**config.mk**
```make
export PLATFORM = sky130hd
export DESIGN_NAME = bcr_correlator
export DESIGN_NICKNAME = d
export VERILOG_FILES = /design/src/verilog/bcr_pkg.sv /design/src/verilog/bcr_correlator.sv /design/src/verilog/bcr_pin_sync.sv
export SDC_FILE = /design/constraint.sdc
export NUM_CORES = 1
export LEC_CHECK = 0
export BUFFER_PORTS_ARGS = -buffer_cell sky130_fd_sc_hd__buf_4
export CAP_MARGIN = 10
export CORE_ASPECT_RATIO = 0.75
export CORE_UTILIZATION = 41
export CTS_BUF_LIST = sky130_fd_sc_hd__clkbuf_8
export CTS_CLUSTER_DIAMETER = 150
export DETAILED_ROUTE_END_ITERATION = 7
export GPL_TIMING_DRIVEN = 0
export PLACE_DENSITY = 0.54
export SYNTH_ARGS = -nofsm -noshare
export SYNTH_HDL_FRONTEND = slang
export SYNTH_SLANG_ARGS = --single-unit
```
**constraint.sdc**
```tcl
create_clock -name clk_i -period 5.6 [get_ports clk_i]
set_input_delay 0.28 -clock clk_i [delete_from_list [all_inputs] [get_ports clk_i]]
set_output_delay 0.28 -clock clk_i [all_outputs]
set_load 0.1 [all_outputs]
```
**src/verilog/bcr_pkg.sv**
```systemverilog
// constants shared by the binary correlator design
package bcr_pkg;
	localparam int REG_W = 64;
	localparam int SCORE_W = 7;
	localparam int PART_N = 8;
	localparam int PART_W = 4;
	localparam int ADR_W = 4;
	localparam int SYNC_W = 18;
	// register byte offsets
	localparam logic [3:0] CTRL_OFS = 4'h0;
	localparam logic [3:0] STATUS_OFS = 4'h4;
	localparam logic [3:0] REF_LO_OFS = 4'h8;
	localparam logic [3:0] REF_HI_OFS = 4'hc;
	// field positions
	localparam int CTRL_REF_LOAD_BIT = 0;
	localparam int STAT_THR_LSB = 8;
	localparam int STAT_FLAG_BIT = 16;
	localparam int STAT_INV_BIT = 17;
	localparam int STAT_HIZ_BIT = 18;
	// values after reset
	localparam logic CTRL_RST = 1'b0;
	localparam logic [6:0] SCORE_RST = 7'h00;
	localparam logic [6:0] THR_RST = 7'h00;
	// zero score meets zero threshold, so the flag starts high
	localparam logic FLAG_RST = 1'b1;
	localparam logic [63:0] VEC_RST = 64'h0;
endpackage : bcr_pkg

```
**src/verilog/bcr_correlator.sv**
```systemverilog
// 64-bit serial binary correlator with threshold flag and wishbone status
//
// The Wishbone register port and the address map were left to the implementer.
`timescale 1ns/10ps
module bcr_correlator (
	input wire logic clk_i,
	input wire logic rst_i,
	input wire logic sample_din_i,
	input wire logic template_din_i,
	input wire logic mask_din_i,
	input wire logic sample_clk_i,
	input wire logic template_clk_i,
	input wire logic mask_clk_i,
	input wire logic threshold_clk_i,
	input wire logic summer_clk_i,
	input wire logic reference_load_ctrl_i,
	input wire logic output_hiz_ctrl_i,
	input wire logic output_invert_ctrl_i,
	input wire logic [6:0] score_bus_i,
	output logic [6:0] score_bus_o,
	output logic score_bus_oe_n_o,
	output logic threshold_hit_flag_o,
	input wire logic wb_cyc_i,
	input wire logic wb_stb_i,
	input wire logic wb_we_i,
	input wire logic [3:0] wb_adr_i,
	input wire logic [3:0] wb_sel_i,
	input wire logic [31:0] wb_dat_i,
	output logic [31:0] wb_dat_o,
	output logic wb_ack_o
);
	localparam int N = bcr_pkg::REG_W;

	// count of ones in one 8-bit slice
	function automatic logic [3:0] part_count(input logic [7:0] v);
		logic [3:0] c;
		c = 4'h0;
		for (int i = 0; i < 8; i++) begin
			c = c + {3'h0, v[i]};
		end
		return c;
	endfunction : part_count

	// sum of the eight partial counts
	function automatic logic [6:0] part_total(input logic [31:0] p);
		logic [6:0] s;
		s = 7'h00;
		for (int i = 0; i < bcr_pkg::PART_N; i++) begin
			s = s + {3'h0, p[i*4 +: 4]};
		end
		return s;
	endfunction : part_total

	logic [17:0] pin_lvl;
	logic [17:0] pin_rise;

	// every pin crosses two flops before use
	bcr_pin_sync #(
		.WIDTH(bcr_pkg::SYNC_W)
	) u_sync (
		.clk_i(clk_i),
		.rst_i(rst_i),
		.pin_i({score_bus_i, output_invert_ctrl_i, output_hiz_ctrl_i,
			reference_load_ctrl_i, summer_clk_i, threshold_clk_i, mask_clk_i,
			template_clk_i, sample_clk_i, mask_din_i, template_din_i, sample_din_i}),
		.level_o(pin_lvl),
		.rise_o(pin_rise)
	);

	logic sample_bit;
	logic template_bit;
	logic mask_bit;
	logic sample_rise;
	logic template_rise;
	logic mask_rise;
	logic thr_rise;
	logic sum_rise;
	logic sum_lvl;
	logic ref_load_pin;
	logic hiz_lvl;
	logic inv_pin;
	logic [6:0] bus_lvl;

	assign sample_bit = pin_lvl[0];
	assign template_bit = pin_lvl[1];
	assign mask_bit = pin_lvl[2];
	assign sample_rise = pin_rise[3];
	assign template_rise = pin_rise[4];
	assign mask_rise = pin_rise[5];
	assign thr_rise = pin_rise[6];
	assign sum_rise = pin_rise[7];
	assign sum_lvl = pin_lvl[7];
	assign ref_load_pin = pin_lvl[8];
	assign hiz_lvl = pin_lvl[9];
	assign inv_pin = pin_lvl[10];
	assign bus_lvl = pin_lvl[17:11];

	// shift registers and reference latch
	logic [N-1:0] sample_reg, sample_next;
	logic [N-1:0] template_reg, template_next;
	logic [N-1:0] mask_reg, mask_next;
	logic [N-1:0] ref_reg, ref_next;
	logic ctrl_ref_reg, ctrl_ref_next;
	logic ref_load_eff;

	assign ref_load_eff = ref_load_pin | ctrl_ref_reg;

	// shifting and reference tracking
	always_comb begin
		sample_next = sample_reg;
		template_next = template_reg;
		mask_next = mask_reg;
		ref_next = ref_reg;
		if (sample_rise) begin
			sample_next = {sample_reg[N-2:0], sample_bit};
		end
		if (template_rise) begin
			template_next = {template_reg[N-2:0], template_bit};
		end
		if (mask_rise) begin
			mask_next = {mask_reg[N-2:0], mask_bit};
		end
		if (ref_load_eff) begin
			ref_next = template_reg;
		end
	end

	always_ff @(posedge clk_i) begin
		if (rst_i) begin
			sample_reg <= bcr_pkg::VEC_RST;
			template_reg <= bcr_pkg::VEC_RST;
			mask_reg <= bcr_pkg::VEC_RST;
			ref_reg <= bcr_pkg::VEC_RST;
		end else begin
			sample_reg <= sample_next;
			template_reg <= template_next;
			mask_reg <= mask_next;
			ref_reg <= ref_next;
		end
	end

	// summer pipeline with threshold carried alongside
	logic [N-1:0] cmp_vec;
	logic [N-1:0] cmp_reg, cmp_next;
	logic [31:0] part_reg, part_next;
	logic [6:0] score_reg, score_next;
	logic [6:0] thr_reg, thr_next;
	logic [6:0] thr_p1_reg, thr_p1_next;
	logic [6:0] thr_p2_reg, thr_p2_next;
	logic [6:0] thr_p3_reg, thr_p3_next;
	logic flag_reg, flag_next;

	assign cmp_vec = ~(sample_reg ^ ref_reg) & mask_reg;

	always_comb begin
		cmp_next = cmp_reg;
		part_next = part_reg;
		score_next = score_reg;
		thr_next = thr_reg;
		thr_p1_next = thr_p1_reg;
		thr_p2_next = thr_p2_reg;
		thr_p3_next = thr_p3_reg;
		flag_next = flag_reg;
		if (thr_rise) begin
			thr_next = bus_lvl;
		end
		if (sum_rise) begin
			cmp_next = cmp_vec;
			for (int k = 0; k < bcr_pkg::PART_N; k++) begin
				part_next[k*4 +: 4] = part_count(cmp_reg[k*8 +: 8]);
			end
			score_next = part_total(part_reg);
			thr_p1_next = thr_reg;
			thr_p2_next = thr_p1_reg;
			thr_p3_next = thr_p2_reg;
			flag_next = (part_total(part_reg) >= thr_p2_reg);
		end
	end

	always_ff @(posedge clk_i) begin
		if (rst_i) begin
			cmp_reg <= bcr_pkg::VEC_RST;
			part_reg <= '0;
			score_reg <= bcr_pkg::SCORE_RST;
			thr_reg <= bcr_pkg::THR_RST;
			thr_p1_reg <= bcr_pkg::THR_RST;
			thr_p2_reg <= bcr_pkg::THR_RST;
			thr_p3_reg <= bcr_pkg::THR_RST;
			flag_reg <= bcr_pkg::FLAG_RST;
		end else begin
			cmp_reg <= cmp_next;
			part_reg <= part_next;
			score_reg <= score_next;
			thr_reg <= thr_next;
			thr_p1_reg <= thr_p1_next;
			thr_p2_reg <= thr_p2_next;
			thr_p3_reg <= thr_p3_next;
			flag_reg <= flag_next;
		end
	end

	// output stage: invert latch open while summer clock is high
	logic inv_eff_reg, inv_eff_next;
	logic [6:0] out_reg, out_next;

	always_comb begin
		inv_eff_next = sum_lvl ? inv_pin : inv_eff_reg;
		out_next = score_reg ^ {7{inv_eff_next}};
	end

	always_ff @(posedge clk_i) begin
		if (rst_i) begin
			inv_eff_reg <= 1'b0;
			out_reg <= bcr_pkg::SCORE_RST;
		end else begin
			inv_eff_reg <= inv_eff_next;
			out_reg <= out_next;
		end
	end

	assign score_bus_o = out_reg;
	assign score_bus_oe_n_o = hiz_lvl;
	assign threshold_hit_flag_o = flag_reg;

	// wishbone classic slave, one registered answer per request, acked one clock after it
	logic ack_reg, ack_next;
	logic [31:0] rdat_reg, rdat_next;
	logic req;

	assign req = wb_cyc_i & wb_stb_i & ~ack_reg;

	always_comb begin
		ack_next = req;
		rdat_next = rdat_reg;
		ctrl_ref_next = ctrl_ref_reg;
		if (req) begin
			rdat_next = 32'h0;
			if (wb_adr_i == bcr_pkg::CTRL_OFS) begin
				rdat_next[bcr_pkg::CTRL_REF_LOAD_BIT] = ctrl_ref_reg;
				if (wb_we_i && wb_sel_i[0]) begin
					ctrl_ref_next = wb_dat_i[bcr_pkg::CTRL_REF_LOAD_BIT];
				end
			end else if (wb_adr_i == bcr_pkg::STATUS_OFS) begin
				rdat_next[6:0] = score_reg;
				rdat_next[bcr_pkg::STAT_THR_LSB +: 7] = thr_reg;
				rdat_next[bcr_pkg::STAT_FLAG_BIT] = flag_reg;
				rdat_next[bcr_pkg::STAT_INV_BIT] = inv_eff_reg;
				rdat_next[bcr_pkg::STAT_HIZ_BIT] = hiz_lvl;
			end else if (wb_adr_i == bcr_pkg::REF_LO_OFS) begin
				rdat_next = ref_reg[31:0];
			end else if (wb_adr_i == bcr_pkg::REF_HI_OFS) begin
				rdat_next = ref_reg[63:32];
			end
		end
	end

	always_ff @(posedge clk_i) begin
		if (rst_i) begin
			ack_reg <= 1'b0;
			rdat_reg <= 32'h0;
			ctrl_ref_reg <= bcr_pkg::CTRL_RST;
		end else begin
			ack_reg <= ack_next;
			rdat_reg <= rdat_next;
			ctrl_ref_reg <= ctrl_ref_next;
		end
	end

	assign wb_ack_o = ack_reg;
	assign wb_dat_o = rdat_reg;
endmodule : bcr_correlator

```
**src/verilog/bcr_pin_sync.sv**
```systemverilog
// two-flop synchroniser with rising edge detection for a pin group
`timescale 1ns/10ps
module bcr_pin_sync #(
	parameter int WIDTH = 17
) (
	input wire logic clk_i,
	input wire logic rst_i,
	input wire logic [WIDTH-1:0] pin_i,
	output logic [WIDTH-1:0] level_o,
	output logic [WIDTH-1:0] rise_o
);
	logic [WIDTH-1:0] meta_reg;
	logic [WIDTH-1:0] sync_reg;
	logic [WIDTH-1:0] prev_reg;
	logic [WIDTH-1:0] meta_next;
	logic [WIDTH-1:0] sync_next;
	logic [WIDTH-1:0] prev_next;

	// next values of the three stages
	always_comb begin
		meta_next = pin_i;
		sync_next = meta_reg;
		prev_next = sync_reg;
	end

	// stage registers
	always_ff @(posedge clk_i) begin
		if (rst_i) begin
			meta_reg <= '0;
			sync_reg <= '0;
			prev_reg <= '0;
		end else begin
			meta_reg <= meta_next;
			sync_reg <= sync_next;
			prev_reg <= prev_next;
		end
	end

	// edge seen only on the settled stages
	assign level_o = sync_reg;
	assign rise_o = sync_reg & ~prev_reg;
endmodule : bcr_pin_sync

```
==> results.json <==
{
  "status": "finished clean",
  "fin_nets": 2568,
  "synth.area.top_cells": "dfxtp_1 (49%), nand2_1 (13%), a21oi_1 (10%)",
  "period_needed_ps": 4397,
  "viasPerCell": 5.007,
  "dieArea_sq_um": 47190,
  "drv_slew": 0,
  "vias": 15271,
  "root_buffer": "clkbuf_8",
  "synth_edf_count": 0,
  "fin_cells": 3050,
  "yosysTopAreaCellShare_pct": 48.92,
  "hp-class": "in -> reg",
  "cts_buffers": 75,
  "worstSkewPairLatency_ps": 640,
  "grt_pass1_wl_um": 82700,
  "yosys.area.top_type": "dfxtp_1",
  "max_freq_mhz": 227.4,
  "final.setup.tns_ps": 0,
  "synth_fp_nets": 2402,
  "firstDrtPassIters": 5,
  "clock_sinks": 464,
  "gp_congestion": 0.9460,
  "rsz0062_at_grt": "no",
  "core_region_area_sq_um": 45180,
  "track_usage_pct": 23.05,
  "vdd_drop_max_uv": 175.2,
  "grt_pass1_vias": 14452,
  "ctsHtreeMaxLevel": 3,
  "io_pins": 105,
  "skew_ps": 33.38,
  "p_leak_nw": 8.075,
  "clockBufferDepth": 3,
  "antenna_found_initial": 1,
  "die_w_um": 250.5,
  "worstPathMaxFanout": 2,
  "combPwrFrac_pct": 4.9,
  "synth_cells": 2246,
  "end_kind": "flip-flop",
  "drive_gt1_share_pct": 10.19,
  "synth_cell_type_count": 42,
  "p_int_mw": 5.018,
  "overflow": 0,
  "p_per_area_nw_per_um2": 302.2,
  "setup.worst_path.class": "reg -> reg",
  "seqPwrFrac_pct": 50.3,
  "avgSynthCellArea_sq_um": 8.455,
  "synthToLayoutAreaGrowth_pct": 15.56,
  "drt-initial-drc-count": 1143,
  "port_buffers": 69,
  "synth_seq_cells": 464,
  "placedCellCount": 2901,
  "setup_viol": 0,
  "std_cell_rows": 67,
  "worst_pin_slew_ps": 904.8,
  "wirelength_um": 54160,
  "max_cap_viol_count": 0,
  "fin_crit_sh_pct": 78.52,
  "synthFlopType": "dfxtp_1",
  "p_sw_mw": 1.613,
  "grt_max_degree": 11,
  "cts_resized": 0,
  "die_h_um": 188.4,
  "clk_pin_slew_ps": 60,
  "slew_headroom_pct": 39.45,
  "yosysWarnings": 0,
  "hold_viol": 0,
  "start_util_pct": 42.03,
  "synthArstFlopShare_pct": 0,
  "drc": 0,
  "cts_tree": "yes",
  "wl_per_cell_um": 17.76,
  "mappedNetlistArea_sq_um": 18990,
  "synth-seq-area-share_pct": 48.92,
  "dpl.hpwl_um": 41150,
  "start_kind": "flip-flop",
  "cp.arrival_ps": 4920,
  "swShare_pct": 24.33,
  "final_antenna_net_count": 0,
  "critPathRequiredTime_ps": 6120,
  "clkPwrFrac_pct": 44.8
}
[cell type report]
cell class | instances | area, sq um
tap | 586 | 733.2
clock buffer | 91 | 1252
inverter | 111 | 416.7
sequential | 464 | 9289
antenna | 1 | 2.502
fill | 4424 | 23240
clock inverter | 37 | 247.7
buffer | 146 | 633.1
multi-input combinational | 1525 | 8651
timing repair buffer | 89 | 718.2
[timing repair]
item                                    in CTS  in global routing
endpoints found under the setup margin       0                  0
buffers inserted                             0                  0
hold endpoints to repair                    21                  0
hold buffers                                20                  0
[critical path, stage by stage (launching register included)]
cell,delay [ps]
dfxtp_1,300
inv_1,70
fa_1,550
inv_1,60
fa_1,500
fa_1,510
fa_1,490
ha_1,240
fa_1,400
xor2_1,350
ha_1,320
a211oi_1,190
o21ai_0,120
o32a_1,160
[path summary, 6_finish.rpt]
check                                                          to  slack (ps)                          start  cells past startpoint
worst max-delay path            threshold_hit_flag_o$_SDFFE_PP1P_        1200       part_reg[2]$_SDFFE_PP0P_                     13
worst min-delay path                    ctrl_ref_reg$_SDFFE_PP0P_          50                    wb_adr_i[1]                      4
worst max register to register  threshold_hit_flag_o$_SDFFE_PP1P_        1200       part_reg[2]$_SDFFE_PP0P_                     13
worst min register to register       u_sync.level_o[4]$_SDFF_PP0_         430  u_sync.meta_reg[4]$_SDFF_PP0_                      1
[logic make-up after synthesis]
logic type | after synthesis | synth area share, %
buf+inv | 257 | 5.528
mux | 25 | 1.502
simple gates | 890 | 19.71
flops | 464 | 48.92
compound gates | 436 | 12.31
fa+ha+maj | 93 | 8.302
xor+xnor | 81 | 3.736
[Yosys cell counts (all sizes together), types with 2 or more instances]
cell / instances
mux2i: 9
a22oi: 15
fa: 55
nand3b: 3
and2b: 10
a22o: 16
nor4b: 2
dfxtp: 464
nand3: 73
buf: 98
xor2: 11
xnor2: 70
mux2: 15
o21ai: 3
nand2: 654
nor3: 21
ha: 38
nor2b: 53
inv: 111
a211oi: 10
nor2: 63
nand2b: 5
clkbuf: 48
a21oi: 380
a21o: 11
[power by group through the flow]
| stage | logic, mW | registers (mW) | clock network, mW |
|---|---|---|---|
| CTS | 0.329 | 3.34 | 3.04 |
| floorplan | 0.175 | 3.43 | 0 |
| detailed placement | 0.317 | 3.41 | 0 |
| global placement | 0.313 | 3.41 | 0 |
| finish | 0.326 | 3.34 | 2.97 |
| global route | 0.356 | 3.34 | 3.20 |
[cells in the final DEF, fill, tap and decap left out, types with 38 or more instances in the layout]
cell      instances
buf_2            49
clkbuf_8         91
clkbuf_1         47
nand3_1          73
nor2_1           63
a21oi_1         380
xnor2_1          70
inv_1           135
dfxtp_1         464
ha_1             38
buf_4            73
buf_1            44
nor2b_1          53
fa_1             55
nand2_1         653
[metrics by stage]
step	power, mW	utilization, %	instance area (sq um)	hold WS, ps	setup slack (ps)
detailed placement	3.726	44.80	20240	423.9	1171
global placement	3.722	44.80	20240	417.9	1255
floorplan	3.604	-	18990	408.2	1499
finish	6.631	48.56	21940	50.50	1203
CTS	6.703	48.56	21940	12.26	1171
global route	6.893	48.56	21940	36.40	972.8
[per-layer routing]
metal  track usage, %  vias to the layer above  routed length, um
li1                 -                     7577                  -
met1            35.47                     7222              27600
met2            32.13                      397              21500
met3            3.909                       75               3777
met4            7.551                        0               1279
met5                0                        -                  0
Power figures use the tool's default switching activity.
